**src/verilog/cca_map.svh**
```systemverilog
// Register indices, field positions, reset values and engine constants of the accelerator
`ifndef CCA_MAP_SVH
`define CCA_MAP_SVH

// Register indices; the byte address on the bus is four times the index
`define CCA_CFG_IDX        16'ha078
`define CCA_DATA0_IDX      16'ha07c
`define CCA_DATA1_IDX      16'ha07d
`define CCA_DATA2_IDX      16'ha07e
`define CCA_DATA3_IDX      16'ha07f

// Configuration field positions
`define CCA_CFG_WIDTH_HI   7
`define CCA_CFG_WIDTH_LO   6
`define CCA_CFG_REVERSE    5
`define CCA_CFG_CARRY_DISCARD    4
`define CCA_CFG_SEED       3
`define CCA_CFG_MODE_HI    2
`define CCA_CFG_MODE_LO    0
`define CCA_CFG_BUSY       0

// Reset values
`define CCA_CFG_RST        8'h00
`define CCA_DATA_RST       32'h0000_0000

// Polynomials, top term implied
`define CCA_POLY16_A       32'h0000_8005
`define CCA_POLY16_B       32'h0000_1021
`define CCA_POLY32         32'h04c1_1db7

// Default seeds
`define CCA_SEED_CSUM      32'h0000_0000
`define CCA_SEED_CRC       32'hffff_ffff

// Entry FIFO depth
`define CCA_FIFO_DEPTH     16

`endif

```
**src/verilog/cca_pkg.sv**
```systemverilog
// Types shared by the accelerator design
package cca_pkg;

  typedef enum logic [2:0] {
    MODE_OFF    = 3'b000,
    MODE_CSUM8  = 3'b001,
    MODE_CSUM32 = 3'b010,
    MODE_CRC16A = 3'b011,
    MODE_CRC16B = 3'b100,
    MODE_CRC32  = 3'b101,
    MODE_RSVD   = 3'b110,
    MODE_CLEAR  = 3'b111
  } cca_mode_e;

  typedef enum logic [1:0] {
    WIDTH_8  = 2'b00,
    WIDTH_16 = 2'b01,
    WIDTH_24 = 2'b10,
    WIDTH_32 = 2'b11
  } cca_width_e;

  typedef enum {
    ST_IDLE,
    ST_RUN
  } cca_state_e;

endpackage : cca_pkg

```
**src/verilog/cca_top.sv**
```systemverilog
// Checksum and CRC accelerator with APB register slave and operand FIFO
//
// Functional notes
// - Width field codes 00,01,10,11 select 8, 16, 24, 32 bit operands.
// - Reverse bit mirrors operand within selected width before the engine.
// - Seeds written and results read keep natural bit order always.
// - Checksum adds previous carry unless carry discard bit is set.
// - Seed bit set makes a data entry load the seed, not data.
// - Mode 000 disables engine; 001 is 8-bit, 010 is 32-bit checksum.
// - Mode 011 is CRC-16 poly 8005; mode 100 is CRC-16 poly 1021.
// - Mode 101 is CRC-32 poly 04C11DB7; mode 110 reserved.
// - Writing mode 111 clears state and reloads default seed.
// - Busy flag in config bit 0 reads 1 while a result is pending.
// - Mode field write-only; read bits 2..1 are zero, bit 0 busy.
// - Higher bytes written first; low byte write starts computation.
// - Four data bytes form one 32-bit port, each resetting to zero.
// - Result is read back from the same data registers.
// - Latency is one cycle per operand byte (1, 2, 3 or 4) after a one-cycle FIFO pop.
//
// Design decision made here: the APB interface to the registers.
`timescale 1ns/1ps
`include "cca_map.svh"

module cca_fifo #(
  parameter int WIDTH = 35,
  parameter int DEPTH = `CCA_FIFO_DEPTH
) (
  input  wire logic             clk,
  input  wire logic             arst_n,
  input  wire logic             flush,
  input  wire logic             inValid,
  output logic                  inReady,
  input  wire logic [WIDTH-1:0] inData,
  output logic                  outValid,
  input  wire logic             outReady,
  output logic      [WIDTH-1:0] outData
);
  localparam int AW = $clog2(DEPTH);

  logic [WIDTH-1:0] mem [DEPTH];
  logic [AW:0]      wrPtr;
  logic [AW:0]      rdPtr;
  logic             empty;
  logic             full;

  assign empty    = (wrPtr == rdPtr);
  assign full     = (wrPtr[AW] != rdPtr[AW]) && (wrPtr[AW-1:0] == rdPtr[AW-1:0]);
  assign inReady  = !full;
  assign outValid = !empty;
  assign outData  = mem[rdPtr[AW-1:0]];

  always_ff @(posedge clk) begin
    if (inValid && !full) begin
      mem[wrPtr[AW-1:0]] <= inData;
    end
  end

  always_ff @(posedge clk or negedge arst_n) begin
    if (!arst_n) begin
      wrPtr <= '0;
    end else if (flush) begin
      wrPtr <= '0;
    end else if (inValid && !full) begin
      wrPtr <= wrPtr + 1'b1;
    end
  end

  always_ff @(posedge clk or negedge arst_n) begin
    if (!arst_n) begin
      rdPtr <= '0;
    end else if (flush) begin
      rdPtr <= '0;
    end else if (outReady && !empty) begin
      rdPtr <= rdPtr + 1'b1;
    end
  end
endmodule : cca_fifo

module cca_top #(
  parameter int FIFO_DEPTH = `CCA_FIFO_DEPTH
) (
  input  wire logic        clk,
  input  wire logic        arst_n,
  input  wire logic        psel,
  input  wire logic        penable,
  input  wire logic        pwrite,
  input  wire logic [31:0] paddr,
  input  wire logic [31:0] pwdata,
  output logic      [31:0] prdata,
  output logic             pready,
  output logic             pslverr
);
  // Entry: seed flag, width code, operand already mirrored if asked
  localparam int ENTRY_W = 35;

  logic [1:0]          inputWidthSel;
  logic                reverseIn;
  logic                carryDiscard;
  logic                seedEntry;
  cca_pkg::cca_mode_e  engineModeSel;
  logic [31:0]         stage;
  logic [31:0]         acc;
  logic                carry;
  cca_pkg::cca_state_e state;
  logic [1:0]          byteIdx;
  logic [1:0]          lastIdx;
  logic                curSeed;
  logic [31:0]         curOperand;
  logic                busy;

  logic                setup;
  logic                access;
  logic                hitCfg;
  logic                hitData0;
  logic                hitData1;
  logic                hitData2;
  logic                hitData3;
  logic                hitAny;
  logic                lowWrite;
  logic                engineOn;
  logic                clearCmd;
  logic                wrDone;

  logic [31:0]         rawOperand;
  logic [31:0]         mirrorAll;
  logic [31:0]         mirrored;
  logic [31:0]         engineOperandIn;
  logic [ENTRY_W-1:0]  pushEntry;
  logic                pushValid;
  logic                pushReady;
  logic [ENTRY_W-1:0]  popEntry;
  logic                popValid;
  logic                popReady;

  logic [31:0]         defaultSeed;
  logic [31:0]         widthMask;
  logic [31:0]         resultMask;
  logic [7:0]          curByte;
  logic [31:0]         next_acc;
  logic                next_carry;
  logic [31:0]         readMux;

  function automatic logic [31:0] crc_byte(input logic [31:0] crc, input logic [7:0] d,
                                           input logic wide, input logic [31:0] poly);
    logic [31:0] c;
    logic        fb;
    c  = crc;
    fb = 1'b0;
    // Operand bits enter least significant first
    for (int i = 0; i < 8; i++) begin
      fb = (wide ? c[31] : c[15]) ^ d[i];
      c  = {c[30:0], 1'b0};
      if (fb) begin
        c = c ^ poly;
      end
    end
    if (!wide) begin
      c[31:16] = 16'h0000;
    end
    return c;
  endfunction : crc_byte

  // APB decode; word index compared against full address
  assign setup    = psel && !penable;
  assign access   = psel && penable;
  assign hitCfg   = (paddr == {14'h0000, `CCA_CFG_IDX, 2'b00});
  assign hitData0 = (paddr == {14'h0000, `CCA_DATA0_IDX, 2'b00});
  assign hitData1 = (paddr == {14'h0000, `CCA_DATA1_IDX, 2'b00});
  assign hitData2 = (paddr == {14'h0000, `CCA_DATA2_IDX, 2'b00});
  assign hitData3 = (paddr == {14'h0000, `CCA_DATA3_IDX, 2'b00});
  assign hitAny   = hitCfg || hitData0 || hitData1 || hitData2 || hitData3;

  // Disabled and reserved modes accept no entries, modelling the gated engine
  assign engineOn = (engineModeSel != cca_pkg::MODE_OFF)
                 && (engineModeSel != cca_pkg::MODE_RSVD);
  assign lowWrite = access && pwrite && hitData0;

  // Back-pressure: a full FIFO holds the low-byte write in its access phase
  assign pready   = !(lowWrite && engineOn && !pushReady);
  assign wrDone   = access && pwrite && pready;
  assign clearCmd = wrDone && hitCfg
                 && (pwdata[`CCA_CFG_MODE_HI:`CCA_CFG_MODE_LO] == 3'b111);

  // Operand build, masked to the selected width
  always_comb begin
    case (cca_pkg::cca_width_e'(inputWidthSel))
      cca_pkg::WIDTH_8:  widthMask = 32'h0000_00ff;
      cca_pkg::WIDTH_16: widthMask = 32'h0000_ffff;
      cca_pkg::WIDTH_24: widthMask = 32'h00ff_ffff;
      default:           widthMask = 32'hffff_ffff;
    endcase
  end

  assign rawOperand = {stage[31:8], pwdata[7:0]} & widthMask;

  generate
    for (genvar b = 0; b < 32; b++) begin : g_mirror
      assign mirrorAll[b] = rawOperand[31-b];
    end
  endgenerate

  // Mirror of 32 bits shifted down keeps the reversal within the width
  always_comb begin
    case (cca_pkg::cca_width_e'(inputWidthSel))
      cca_pkg::WIDTH_8:  mirrored = {24'h000000, mirrorAll[31:24]};
      cca_pkg::WIDTH_16: mirrored = {16'h0000, mirrorAll[31:16]};
      cca_pkg::WIDTH_24: mirrored = {8'h00, mirrorAll[31:8]};
      default:           mirrored = mirrorAll;
    endcase
  end

  // Seeds bypass the mirror so their bit order stays natural
  assign engineOperandIn = (reverseIn && !seedEntry) ? mirrored : rawOperand;
  assign pushEntry = {seedEntry, inputWidthSel, engineOperandIn};
  assign pushValid = lowWrite && engineOn;

  cca_fifo #(
    .WIDTH (ENTRY_W),
    .DEPTH (FIFO_DEPTH)
  ) u_fifo (
    .clk      (clk),
    .arst_n   (arst_n),
    .flush    (clearCmd),
    .inValid  (pushValid),
    .inReady  (pushReady),
    .inData   (pushEntry),
    .outValid (popValid),
    .outReady (popReady),
    .outData  (popEntry)
  );

  // Configuration register
  always_ff @(posedge clk or negedge arst_n) begin
    if (!arst_n) begin
      inputWidthSel <= 2'(`CCA_CFG_RST >> `CCA_CFG_WIDTH_LO);
      reverseIn     <= 1'b0;
      carryDiscard  <= 1'b0;
      seedEntry     <= 1'b0;
    end else if (wrDone && hitCfg) begin
      inputWidthSel <= pwdata[`CCA_CFG_WIDTH_HI:`CCA_CFG_WIDTH_LO];
      reverseIn     <= pwdata[`CCA_CFG_REVERSE];
      carryDiscard  <= pwdata[`CCA_CFG_CARRY_DISCARD];
      seedEntry     <= pwdata[`CCA_CFG_SEED];
    end
  end

  // Clear code is a command; the stored mode keeps its last real value
  always_ff @(posedge clk or negedge arst_n) begin
    if (!arst_n) begin
      engineModeSel <= cca_pkg::MODE_OFF;
    end else if (wrDone && hitCfg && !clearCmd) begin
      engineModeSel <= cca_pkg::cca_mode_e'(pwdata[`CCA_CFG_MODE_HI:`CCA_CFG_MODE_LO]);
    end
  end

  // Staging bytes for the operand; low byte goes straight into the entry
  always_ff @(posedge clk or negedge arst_n) begin
    if (!arst_n) begin
      stage <= `CCA_DATA_RST;
    end else if (wrDone) begin
      if (hitData0) begin
        stage[7:0] <= pwdata[7:0];
      end
      if (hitData1) begin
        stage[15:8] <= pwdata[7:0];
      end
      if (hitData2) begin
        stage[23:16] <= pwdata[7:0];
      end
      if (hitData3) begin
        stage[31:24] <= pwdata[7:0];
      end
    end
  end

  // Result size follows the mode
  always_comb begin
    case (engineModeSel)
      cca_pkg::MODE_CSUM8:  resultMask = 32'h0000_00ff;
      cca_pkg::MODE_CRC16A: resultMask = 32'h0000_ffff;
      cca_pkg::MODE_CRC16B: resultMask = 32'h0000_ffff;
      default:              resultMask = 32'hffff_ffff;
    endcase
  end

  always_comb begin
    case (engineModeSel)
      cca_pkg::MODE_CRC16A: defaultSeed = `CCA_SEED_CRC & resultMask;
      cca_pkg::MODE_CRC16B: defaultSeed = `CCA_SEED_CRC & resultMask;
      cca_pkg::MODE_CRC32:  defaultSeed = `CCA_SEED_CRC;
      default:              defaultSeed = `CCA_SEED_CSUM;
    endcase
  end

  // Engine sequencing: one operand byte per cycle
  assign popReady = (state == cca_pkg::ST_IDLE);
  assign curByte  = curOperand[8*byteIdx +: 8];

  always_ff @(posedge clk or negedge arst_n) begin
    if (!arst_n) begin
      state      <= cca_pkg::ST_IDLE;
      byteIdx    <= 2'd0;
      lastIdx    <= 2'd0;
      curSeed    <= 1'b0;
      curOperand <= 32'h0000_0000;
    end else if (clearCmd) begin
      state   <= cca_pkg::ST_IDLE;
      byteIdx <= 2'd0;
    end else begin
      case (state)
        cca_pkg::ST_IDLE: begin
          if (popValid) begin
            curSeed    <= popEntry[34];
            lastIdx    <= popEntry[33:32];
            curOperand <= popEntry[31:0];
            byteIdx    <= 2'd0;
            // Seed entries finish in the pop cycle
            if (!popEntry[34]) begin
              state <= cca_pkg::ST_RUN;
            end
          end
        end
        cca_pkg::ST_RUN: begin
          if (byteIdx == lastIdx) begin
            state <= cca_pkg::ST_IDLE;
          end else begin
            byteIdx <= byteIdx + 2'd1;
          end
        end
        default: begin
          state <= cca_pkg::ST_IDLE;
        end
      endcase
    end
  end

  // One byte step of the selected algorithm
  always_comb begin
    logic [8:0]  sum8;
    logic [32:0] sum32;
    logic        cin;
    sum8       = 9'h000;
    sum32      = 33'h0_0000_0000;
    cin        = carryDiscard ? 1'b0 : carry;
    next_acc   = acc;
    next_carry = carry;
    case (engineModeSel)
      cca_pkg::MODE_CSUM8: begin
        sum8       = {1'b0, acc[7:0]} + {1'b0, curByte} + {8'h00, cin};
        next_acc   = {24'h000000, sum8[7:0]};
        next_carry = sum8[8];
      end
      cca_pkg::MODE_CSUM32: begin
        sum32      = {1'b0, acc} + ({25'h0000000, curByte} << (8 * byteIdx))
                   + {32'h0000_0000, cin};
        next_acc   = sum32[31:0];
        next_carry = sum32[32];
      end
      cca_pkg::MODE_CRC16A: next_acc = crc_byte(acc, curByte, 1'b0, `CCA_POLY16_A);
      cca_pkg::MODE_CRC16B: next_acc = crc_byte(acc, curByte, 1'b0, `CCA_POLY16_B);
      cca_pkg::MODE_CRC32:  next_acc = crc_byte(acc, curByte, 1'b1, `CCA_POLY32);
      default: begin
        next_acc   = acc;
        next_carry = carry;
      end
    endcase
  end

  // Accumulator and kept carry
  always_ff @(posedge clk or negedge arst_n) begin
    if (!arst_n) begin
      acc   <= `CCA_DATA_RST;
      carry <= 1'b0;
    end else if (clearCmd) begin
      acc   <= defaultSeed;
      carry <= 1'b0;
    end else if (state == cca_pkg::ST_IDLE && popValid && popEntry[34]) begin
      acc   <= popEntry[31:0] & resultMask;
      carry <= 1'b0;
    end else if (state == cca_pkg::ST_RUN) begin
      acc   <= next_acc;
      carry <= next_carry;
    end
  end

  // Pending entries count as busy too, so a read never sees a stale result silently
  assign busy = popValid || (state == cca_pkg::ST_RUN);

  // Read path: results come back in natural order
  always_comb begin
    readMux = 32'h0000_0000;
    if (hitCfg) begin
      readMux[7:0] = {inputWidthSel, reverseIn, carryDiscard, seedEntry, 2'b00, busy};
    end else if (hitData0) begin
      readMux[7:0] = acc[7:0];
    end else if (hitData1) begin
      readMux[7:0] = acc[15:8];
    end else if (hitData2) begin
      readMux[7:0] = acc[23:16];
    end else if (hitData3) begin
      readMux[7:0] = acc[31:24];
    end
  end

  // Answer data is captured in the setup cycle and held through the access phase
  always_ff @(posedge clk or negedge arst_n) begin
    if (!arst_n) begin
      prdata  <= 32'h0000_0000;
      pslverr <= 1'b0;
    end else if (setup) begin
      prdata  <= pwrite ? 32'h0000_0000 : readMux;
      pslverr <= !hitAny;
    end
  end

endmodule : cca_top

```
**config.mk**
```make
export PLATFORM = sky130hd
export DESIGN_NAME = cca_top
export DESIGN_NICKNAME = d
export VERILOG_FILES = /design/src/verilog/cca_pkg.sv /design/src/verilog/cca_top.sv
export VERILOG_INCLUDE_DIRS = /design/src /design/src/verilog
export SDC_FILE = /design/constraint.sdc
export NUM_CORES = 1
export LEC_CHECK = 0
export ABC_AREA = 1
export BUFFER_PORTS_ARGS = -buffer_cell sky130_fd_sc_hd__buf_2
export CELL_PAD_IN_SITES_DETAIL_PLACEMENT = 2
export CELL_PAD_IN_SITES_GLOBAL_PLACEMENT = 2
export CORE_ASPECT_RATIO = 1.5
export CORE_MARGIN = 5
export CORE_UTILIZATION = 35
export CTS_BUF_LIST = sky130_fd_sc_hd__clkbuf_4 sky130_fd_sc_hd__clkbuf_8
export DETAILED_ROUTE_END_ITERATION = 10
export PLACE_DENSITY = 0.78
export SYNTH_ARGS = -nofsm -noshare
export SYNTH_HDL_FRONTEND = slang
export SYNTH_HIERARCHICAL = 1
export SYNTH_SLANG_ARGS = --single-unit
export TNS_END_PERCENT = 1
```
**constraint.sdc**
```tcl
create_clock -name clk -period 5.5 [get_ports clk]
set_input_delay 0.825 -clock clk [delete_from_list [all_inputs] [get_ports clk]]
set_output_delay 0.825 -clock clk [all_outputs]
set_load 0.01 [all_outputs]
```
Word-level counts from Yosys, hierarchy flattened
Memories as Yosys holds them, arrays and structs flattened.
Index checks and enable logic that the tools add are counted.
{ "classes": {"n_addsub": 7, "n_mul": 0, "div": 0, "magnitude_cmp": 0, "n_eq_ne": 24, "shifts": 2, "n_mux": 80, "bitwise_logic": 51, "reduce_logical": 47} }
{ "op_table": {"columns": ["cell", "count"], "rows": [
  ["32-bit two-way mux", 15],
  ["16-bit two-way mux", 22],
  ["27-bit two-way mux", 8],
  ["32-bit case mux with 2 select lines", 3],
  ["32-bit case mux with 3 select lines", 2],
  ["32-bit by 18-bit equality test with 1-bit output (second input constant)", 5],
  ["32-bit case mux with 5 select lines", 1],
  ["14-bit inverter", 8],
  ["13-bit two-way mux", 8],
  ["32-bit bitwise AND", 2],
  ["32-bit logical NOT", 2],
  ["8-bit two-way mux", 6],
  ["3-bit inverter", 16],
  ["32-bit by 33-bit adder with 33-bit output", 1],
  ["33-bit by 1-bit adder with 33-bit output", 1],
  ["8-bit by 5-bit left shift with 33-bit output", 1],
  ["32-bit by 1-bit equality test with 1-bit output (second input constant)", 1],
  ["32-bit by 2-bit equality test with 1-bit output (second input constant)", 1],
  ["32-bit by 6-bit variable part select with 8-bit output", 1],
  ["1-bit bitwise XOR", 23],
  ["5-bit two-way mux", 4],
  ["1-bit logical AND", 16],
  ["3-bit inequality test (second input constant)", 5],
  ["5-bit by 1-bit adder with 5-bit output (second input constant)", 2],
  ["other kinds (27)", 57]
]} }
{ "totals": {"ff_bits": 176, "latchBits": 0, "mem_bits_rw": 560, "rom_bits": 0, "in_bits": 69, "out_inout_bits": 34, "word_cells": 230, "n_memories": 1} }
{ "memory_table": {"columns": ["name", "depth", "word_bits", "rd", "rd_ports_with_merged_regs", "wr", "line", "rtl"], "rows": [
  ["u_fifo.mem", 16, 35, 1, 0, 1, "cca_top.sv:40", "logic [WIDTH-1:0] mem [DEPTH];"]
]} }

Depth between registers and ports, before layout
{ "logic_depth": {"ltp_word": 28, "ltp_mapped": 26, "depth_no_buf": 25} }

By module
The synthesis kept the hierarchy.
{ "by_module_without_submodules": {"columns": ["module", "instances", "cells_per_inst", "area_per_inst_um2", "seq_area_each_um2"], "rows": [
  ["cca_fifo", 1, 1790, 22716.8, 17066.4],
  ["cca_top", 1, 1598, 10583.9, 2777.7]
]} }

Worst setup path after synthesis
OpenSTA, ideal clock, no wires.
{ "synth_path": {"path_kind": "input -> register", "start": "input paddr[11]", "end": "memory u_fifo.mem[3][0], enable pin", "setup_ns": 0.471, "arrival_time_ns": 4.624, "t_required_ns": 5.029, "setup_slack_ns": 0.405, "path_stages": 10, "path_buffers": 1, "path_cell_list": "nor4_1 -> nand4_1 -> inv_1 -> nand2_1 -> nor2_1 -> inv_1 -> nor2_1 -> nand2_4 -> buf_4 -> nor3_1"} }
{ "synth_via": {"elab_chain_cells": 6} }
{ "synth_lines": {"columns": ["element", "line", "rtl"], "rows": [
  ["from (decl)", "cca_top.sv:87", "input wire logic [31:0] paddr,"],
  ["32-bit by 18-bit equality test with 1-bit output", "cca_top.sv:167", "assign hitData0 = (paddr == {14'h0000, `CCA_DATA0_IDX, 2'b00});"],
  ["1-bit logical AND", "cca_top.sv:176", "assign lowWrite = access && pwrite && hitData0;"],
  ["1-bit logical AND", "cca_top.sv:215", "assign pushValid = lowWrite && engineOn;"],
  ["net pushValid", "cca_top.sv:129", "logic pushValid;"],
  ["1-bit logical AND", "cca_top.sv:53", "if (inValid && !full) begin"],
  ["1-bit two-way mux", "cca_top.sv:53", null],
  ["1-bit two-way mux (implied by the code)", "cca_top.sv:54", "mem[wrPtr[AW-1:0]] <= inData;"],
  ["to (decl)", "cca_top.sv:40", null]
]} }
The timed path passes the listed nets, and every way through them passes these cells.

Worst setup path in the final report
{ "layout_path": {"start": "register u_fifo.rdPtr[0]", "end": "register acc[0]"} }
{ "layout_via": {"word_cells_on_any_way": 18, "cone_classes": "2 x eq/ne; 2 x mux; 1 x bitwise; 12 x reduce/logical; 1 x memory"} }
{ "layout_lines": {"columns": ["element", "line", "rtl"], "rows": [
  ["from (decl)", "cca_top.sv:42", "logic [AW:0] rdPtr;"],
  ["from (signal assigned)", "cca_top.sv:74", "rdPtr <= rdPtr + 1'b1;"],
  ["memory 16 x 35 bit *", null, null],
  ["net popEntry[34]", "cca_top.sv:131", "logic [ENTRY_W-1:0] popEntry;"],
  ["1-bit logical AND *", "cca_top.sv:377", "end else if (state == cca_pkg::ST_IDLE && popValid && popEntry[34]) begin"],
  ["7-bit nonzero test (no source line) (tied with other cells)", null, null],
  ["2-bit AND reduction (no source line) / 32-bit two-way mux (equally long branches)", null, null],
  ["to (signal assigned)", "cca_top.sv:375", "acc <= defaultSeed;"],
  ["to (signal assigned)", "cca_top.sv:378", "acc <= popEntry[31:0] & resultMask;"],
  ["to (signal assigned)", "cca_top.sv:381", "acc <= next_acc;"],
  ["to (decl)", "cca_top.sv:102", "logic [31:0] acc;"]
]} }
Mark *: on every way through the listed nets, which the timed path passes. The rest lies on a longest branch.
A chain may end at the register's enable or synchronous reset.

==> results by group <==
Status
  – Status: complete, no violations

Global route
  – GRT overflow: 0
  – Vias in the first global route: 29862
  – Initial antenna violation count: 1
  – Largest net degree at the start of global routing: 157
  – Overall Global Routing Usage: 0.2532
  – Global-route wire length before repair: 192200 µm

Clocking
  – Postcts setup bufs: 0
  – CTS resizes: 0
  – Clock transition at path regs: 0.07 ns
  – Clock latency on the worst-skew pair: 0.78 ns
  – Total CTS buffers: 102
  – Root buf cell: clkbuf_8
  – H-Tree Depth: 3
  – Clock buffer depth: 3
  – Hold_buf cts: 0
  – CTS tree: done
  – Clock sink count: 681

Die
  – Die area: 101500 µm²
  – # IOs: 103
  – Die W: 261.9 µm
  – Die height: 387.8 µm
  – Starting Density: 0.3526
  – Row count: 138
  – Core area: 94450 µm²

STA
  – Slew headroom: 0.1831
  – Slew Limit Fails: 0
  – Fin crit share: 0.7788
  – Worst Setup Slack, final: 1.217 ns
  – Hold Worst Slack: 0.1619 ns
  – Setup_tns: 0 ns
  – Final critical-path required period: 4.283 ns
  – RSZ-0062 raised after global routing: false
  – Slew @ Worst Pin: 1.225 ns
  – Fmax achieved: 0.2335 GHz
  – Setup Skew: 0.05841 ns
  – # setup viols final: 0
  – Final Hold Vio Count: 0

Logic synthesis
  – Ys async rst share: 0.1777
  – Synth cell count leaders: 710 x nand2_1, 560 x edfxtp_1, 340 x nor2_1
  – Syn_area_per_cell: 9.829 µm²
  – Sequential cell area fraction in the yosys report: 0.5959
  – Ranking of synthesized cells by area: edfxtp_1 50%, dfrtp_1 9.1%, nand2_1 8.0%
  – Area leader, netlist: edfxtp_1
  – Yosys top cell area share: 0.5050
  – Synth Register Bits: 681
  – Number of synthesized flops with an enable pin: 560
  – Post-Synthesis Cells: 3388
  – Top FF cell, synth: edfxtp_1
  – Top-count cell post-synth: nand2_1
  – Mapped Area: 33300 µm²
  – Distinct cells, synth: 65
  – Ys Warns: 6

Setup path
  – Critical Path, Cell by Cell: buf_4, nand2_1, a31oi_1, nand2_1, nand2_1, inv_1, nor2_1, buf_4, inv_2, nand2_1, inv_2, nand2_1, buf_4, clkinv_1, a22oi_1
  – Critical Path Most Common Cell: nand2_1
  – Top delay family on crit path: buffers and inverters
  – Buf+Inv Stages, Crit Path: 7
  – Worst Reg2Reg Path Length in Cells: 15
  – WS Path Type: flop to flop
  – RR Endpoint: acc[0]
  – Largest fanout on the critical path: 54
  – Critical Path Sink Type: flop
  – Reg2reg setup slack: 1.22 ns
  – Startpoint types: flop
  – Worst EP arrival: 4.93 ns
  – Critical path's slowest cell: dfrtp_4
  – Worst Path Required: 6.15 ns
  – Max stage delay on crit path: 0.87 ns
  – R2r startpoint: u_fifo/rdPtr[0]

Final layout
  – Post-Route Utilization: 0.3928
  – Final nets: 3583
  – Non-filler cells, final: 4808
  – Layout cells sized above 1: 0.1142
  – Final instance area: 37100 µm²
  – Area grow syn2layout: 11.41%

Power and ir drop
  – Pwr per Cell Area: 399.5 nW/µm²
  – Clk network pwr share: 0.289
  – Total chip power: 14.82 mW
  – Sw frac: 0.3724
  – Comb pwr share: 0.305
  – Maximum vdd ir drop: 0.0003013 V
  – Seq pwr share: 0.406
  – Leak pwr: 14.02 nW
  – Internal Dissipation: 9.303 mW
  – Switching pwr: 5.520 mW

Min path
  – Hold Path Class: input pin to asynchronous set/reset pin

Detailed routing
  – Via count: 26669
  – Initial DRC count: 1589
  – Avg Vias per Cell: 5.547
  – Routed WL per cell: 27.21 µm
  – Drt total wl: 130800 µm
  – Antenna Nets Post-Route: 0
  – Router iterations before antenna repair: 5
  – Drt drc: 0

Placed design
  – Area post-placement: 35060 µm²
  – Placed cells: 4623
  – Port-buffer cells: 54
  – HPWL after detailed placement: 90000 µm
  – GP Congestion: 0.9345
  – Worst slack at placement: 1.207 ns

Job
  – Number of max-cap violations: 0
[worst reg2reg max path, cell delays in order (launching register included)]
cell and delay [ns]:
dfrtp_4 0.87, buf_4 0.59, nand2_1 0.11, a31oi_1 0.23, nand2_1 0.10, nand2_1 0.10, inv_1 0.08, nor2_1 0.11
buf_4 0.19, inv_2 0.07, nand2_1 0.16, inv_2 0.11, nand2_1 0.21, buf_4 0.29, clkinv_1 0.58, a22oi_1 0.39
[cell families after synthesis]
family | share of synthesized area
and+or+nand+nor | 0.1673
AOI/OAI and AO/OA | 0.1336
DFF | 0.5959
buffers and inverters | 0.05929
xor gates and xnor gates | 0.02326
adders and majority gates | 0.01856
muxes | 0.002029
other | 0.0001126
[worst max path at each step]
stage	cells after the start	endpoint	start
detailed placement	16	acc[22]	u_fifo/rdPtr[0]
CTS	16	acc[22]	u_fifo/rdPtr[0]
finish	15	acc[0]	u_fifo/rdPtr[0]
floorplan	10	u_fifo/mem[3][0]	paddr[11]
global placement	16	acc[18]	u_fifo/rdPtr[0]
global route	15	acc[0]	u_fifo/rdPtr[0]
[metal layers]
metal  part of all wire  track usage  wire length, µm
met5                  0            0                0
met1               0.36       0.2678            47280
met2               0.53       0.4697            69760
met3              0.034      0.03293             4457
met4              0.071       0.1554             9339
[registers in the layout, summed over array words and instances, names as in the netlist, 2 cells and up]
signal and cells:
u_fifo/mem 560, acc 32, curOperand 32, stage 24, prdata 8, u_fifo/rdPtr 5, u_fifo/wrPtr 5, engineModeSel 3
byteIdx 2, inputWidthSel 2, lastIdx 2
[power groups by stage]
stage | logic [mW] | registers (mW) | clock network, mW
finish | 4.51 | 6.02 | 4.28
global route | 4.84 | 6.03 | 4.63
CTS | 4.47 | 6.02 | 4.40
detailed placement | 4.44 | 6.12 | 0
global placement | 4.28 | 6.11 | 0
floorplan | 3.12 | 5.97 | 0
[final cells by class]
cell class,instances,area [µm²]
flip-flops and latches,681,19850
diodes,2,5.005
clock inverters,45,315.3
repair buffers,134,914.6
inverters,253,957.2
well taps,1260,1577
clock buffers,138,1724
multi-input cells,2295,11760
fillers,10267,57350
[placed cells by master (no fill, tap or decap), drive strengths merged, types with 4 or more instances in the layout]
master / n
a211oi: 8
a21o: 4
a21oi: 255
a22oi: 8
a31oi: 27
buf: 134
bufinv: 4
clkbuf: 138
clkinv: 44
conb: 24
dfrtp: 121
edfxtp: 560
fa: 4
ha: 43
inv: 248
mux2: 6
nand2: 729
nand3: 181
nand4: 28
nor2: 347
nor3: 34
nor4: 4
o2111ai: 6
o211ai: 65
o21a: 4
o21ai: 358
o21bai: 4
o22ai: 47
o31ai: 6
or2: 7
xnor2: 10
xor2: 66
No activity file was read; power rests on OpenSTA's default activity.
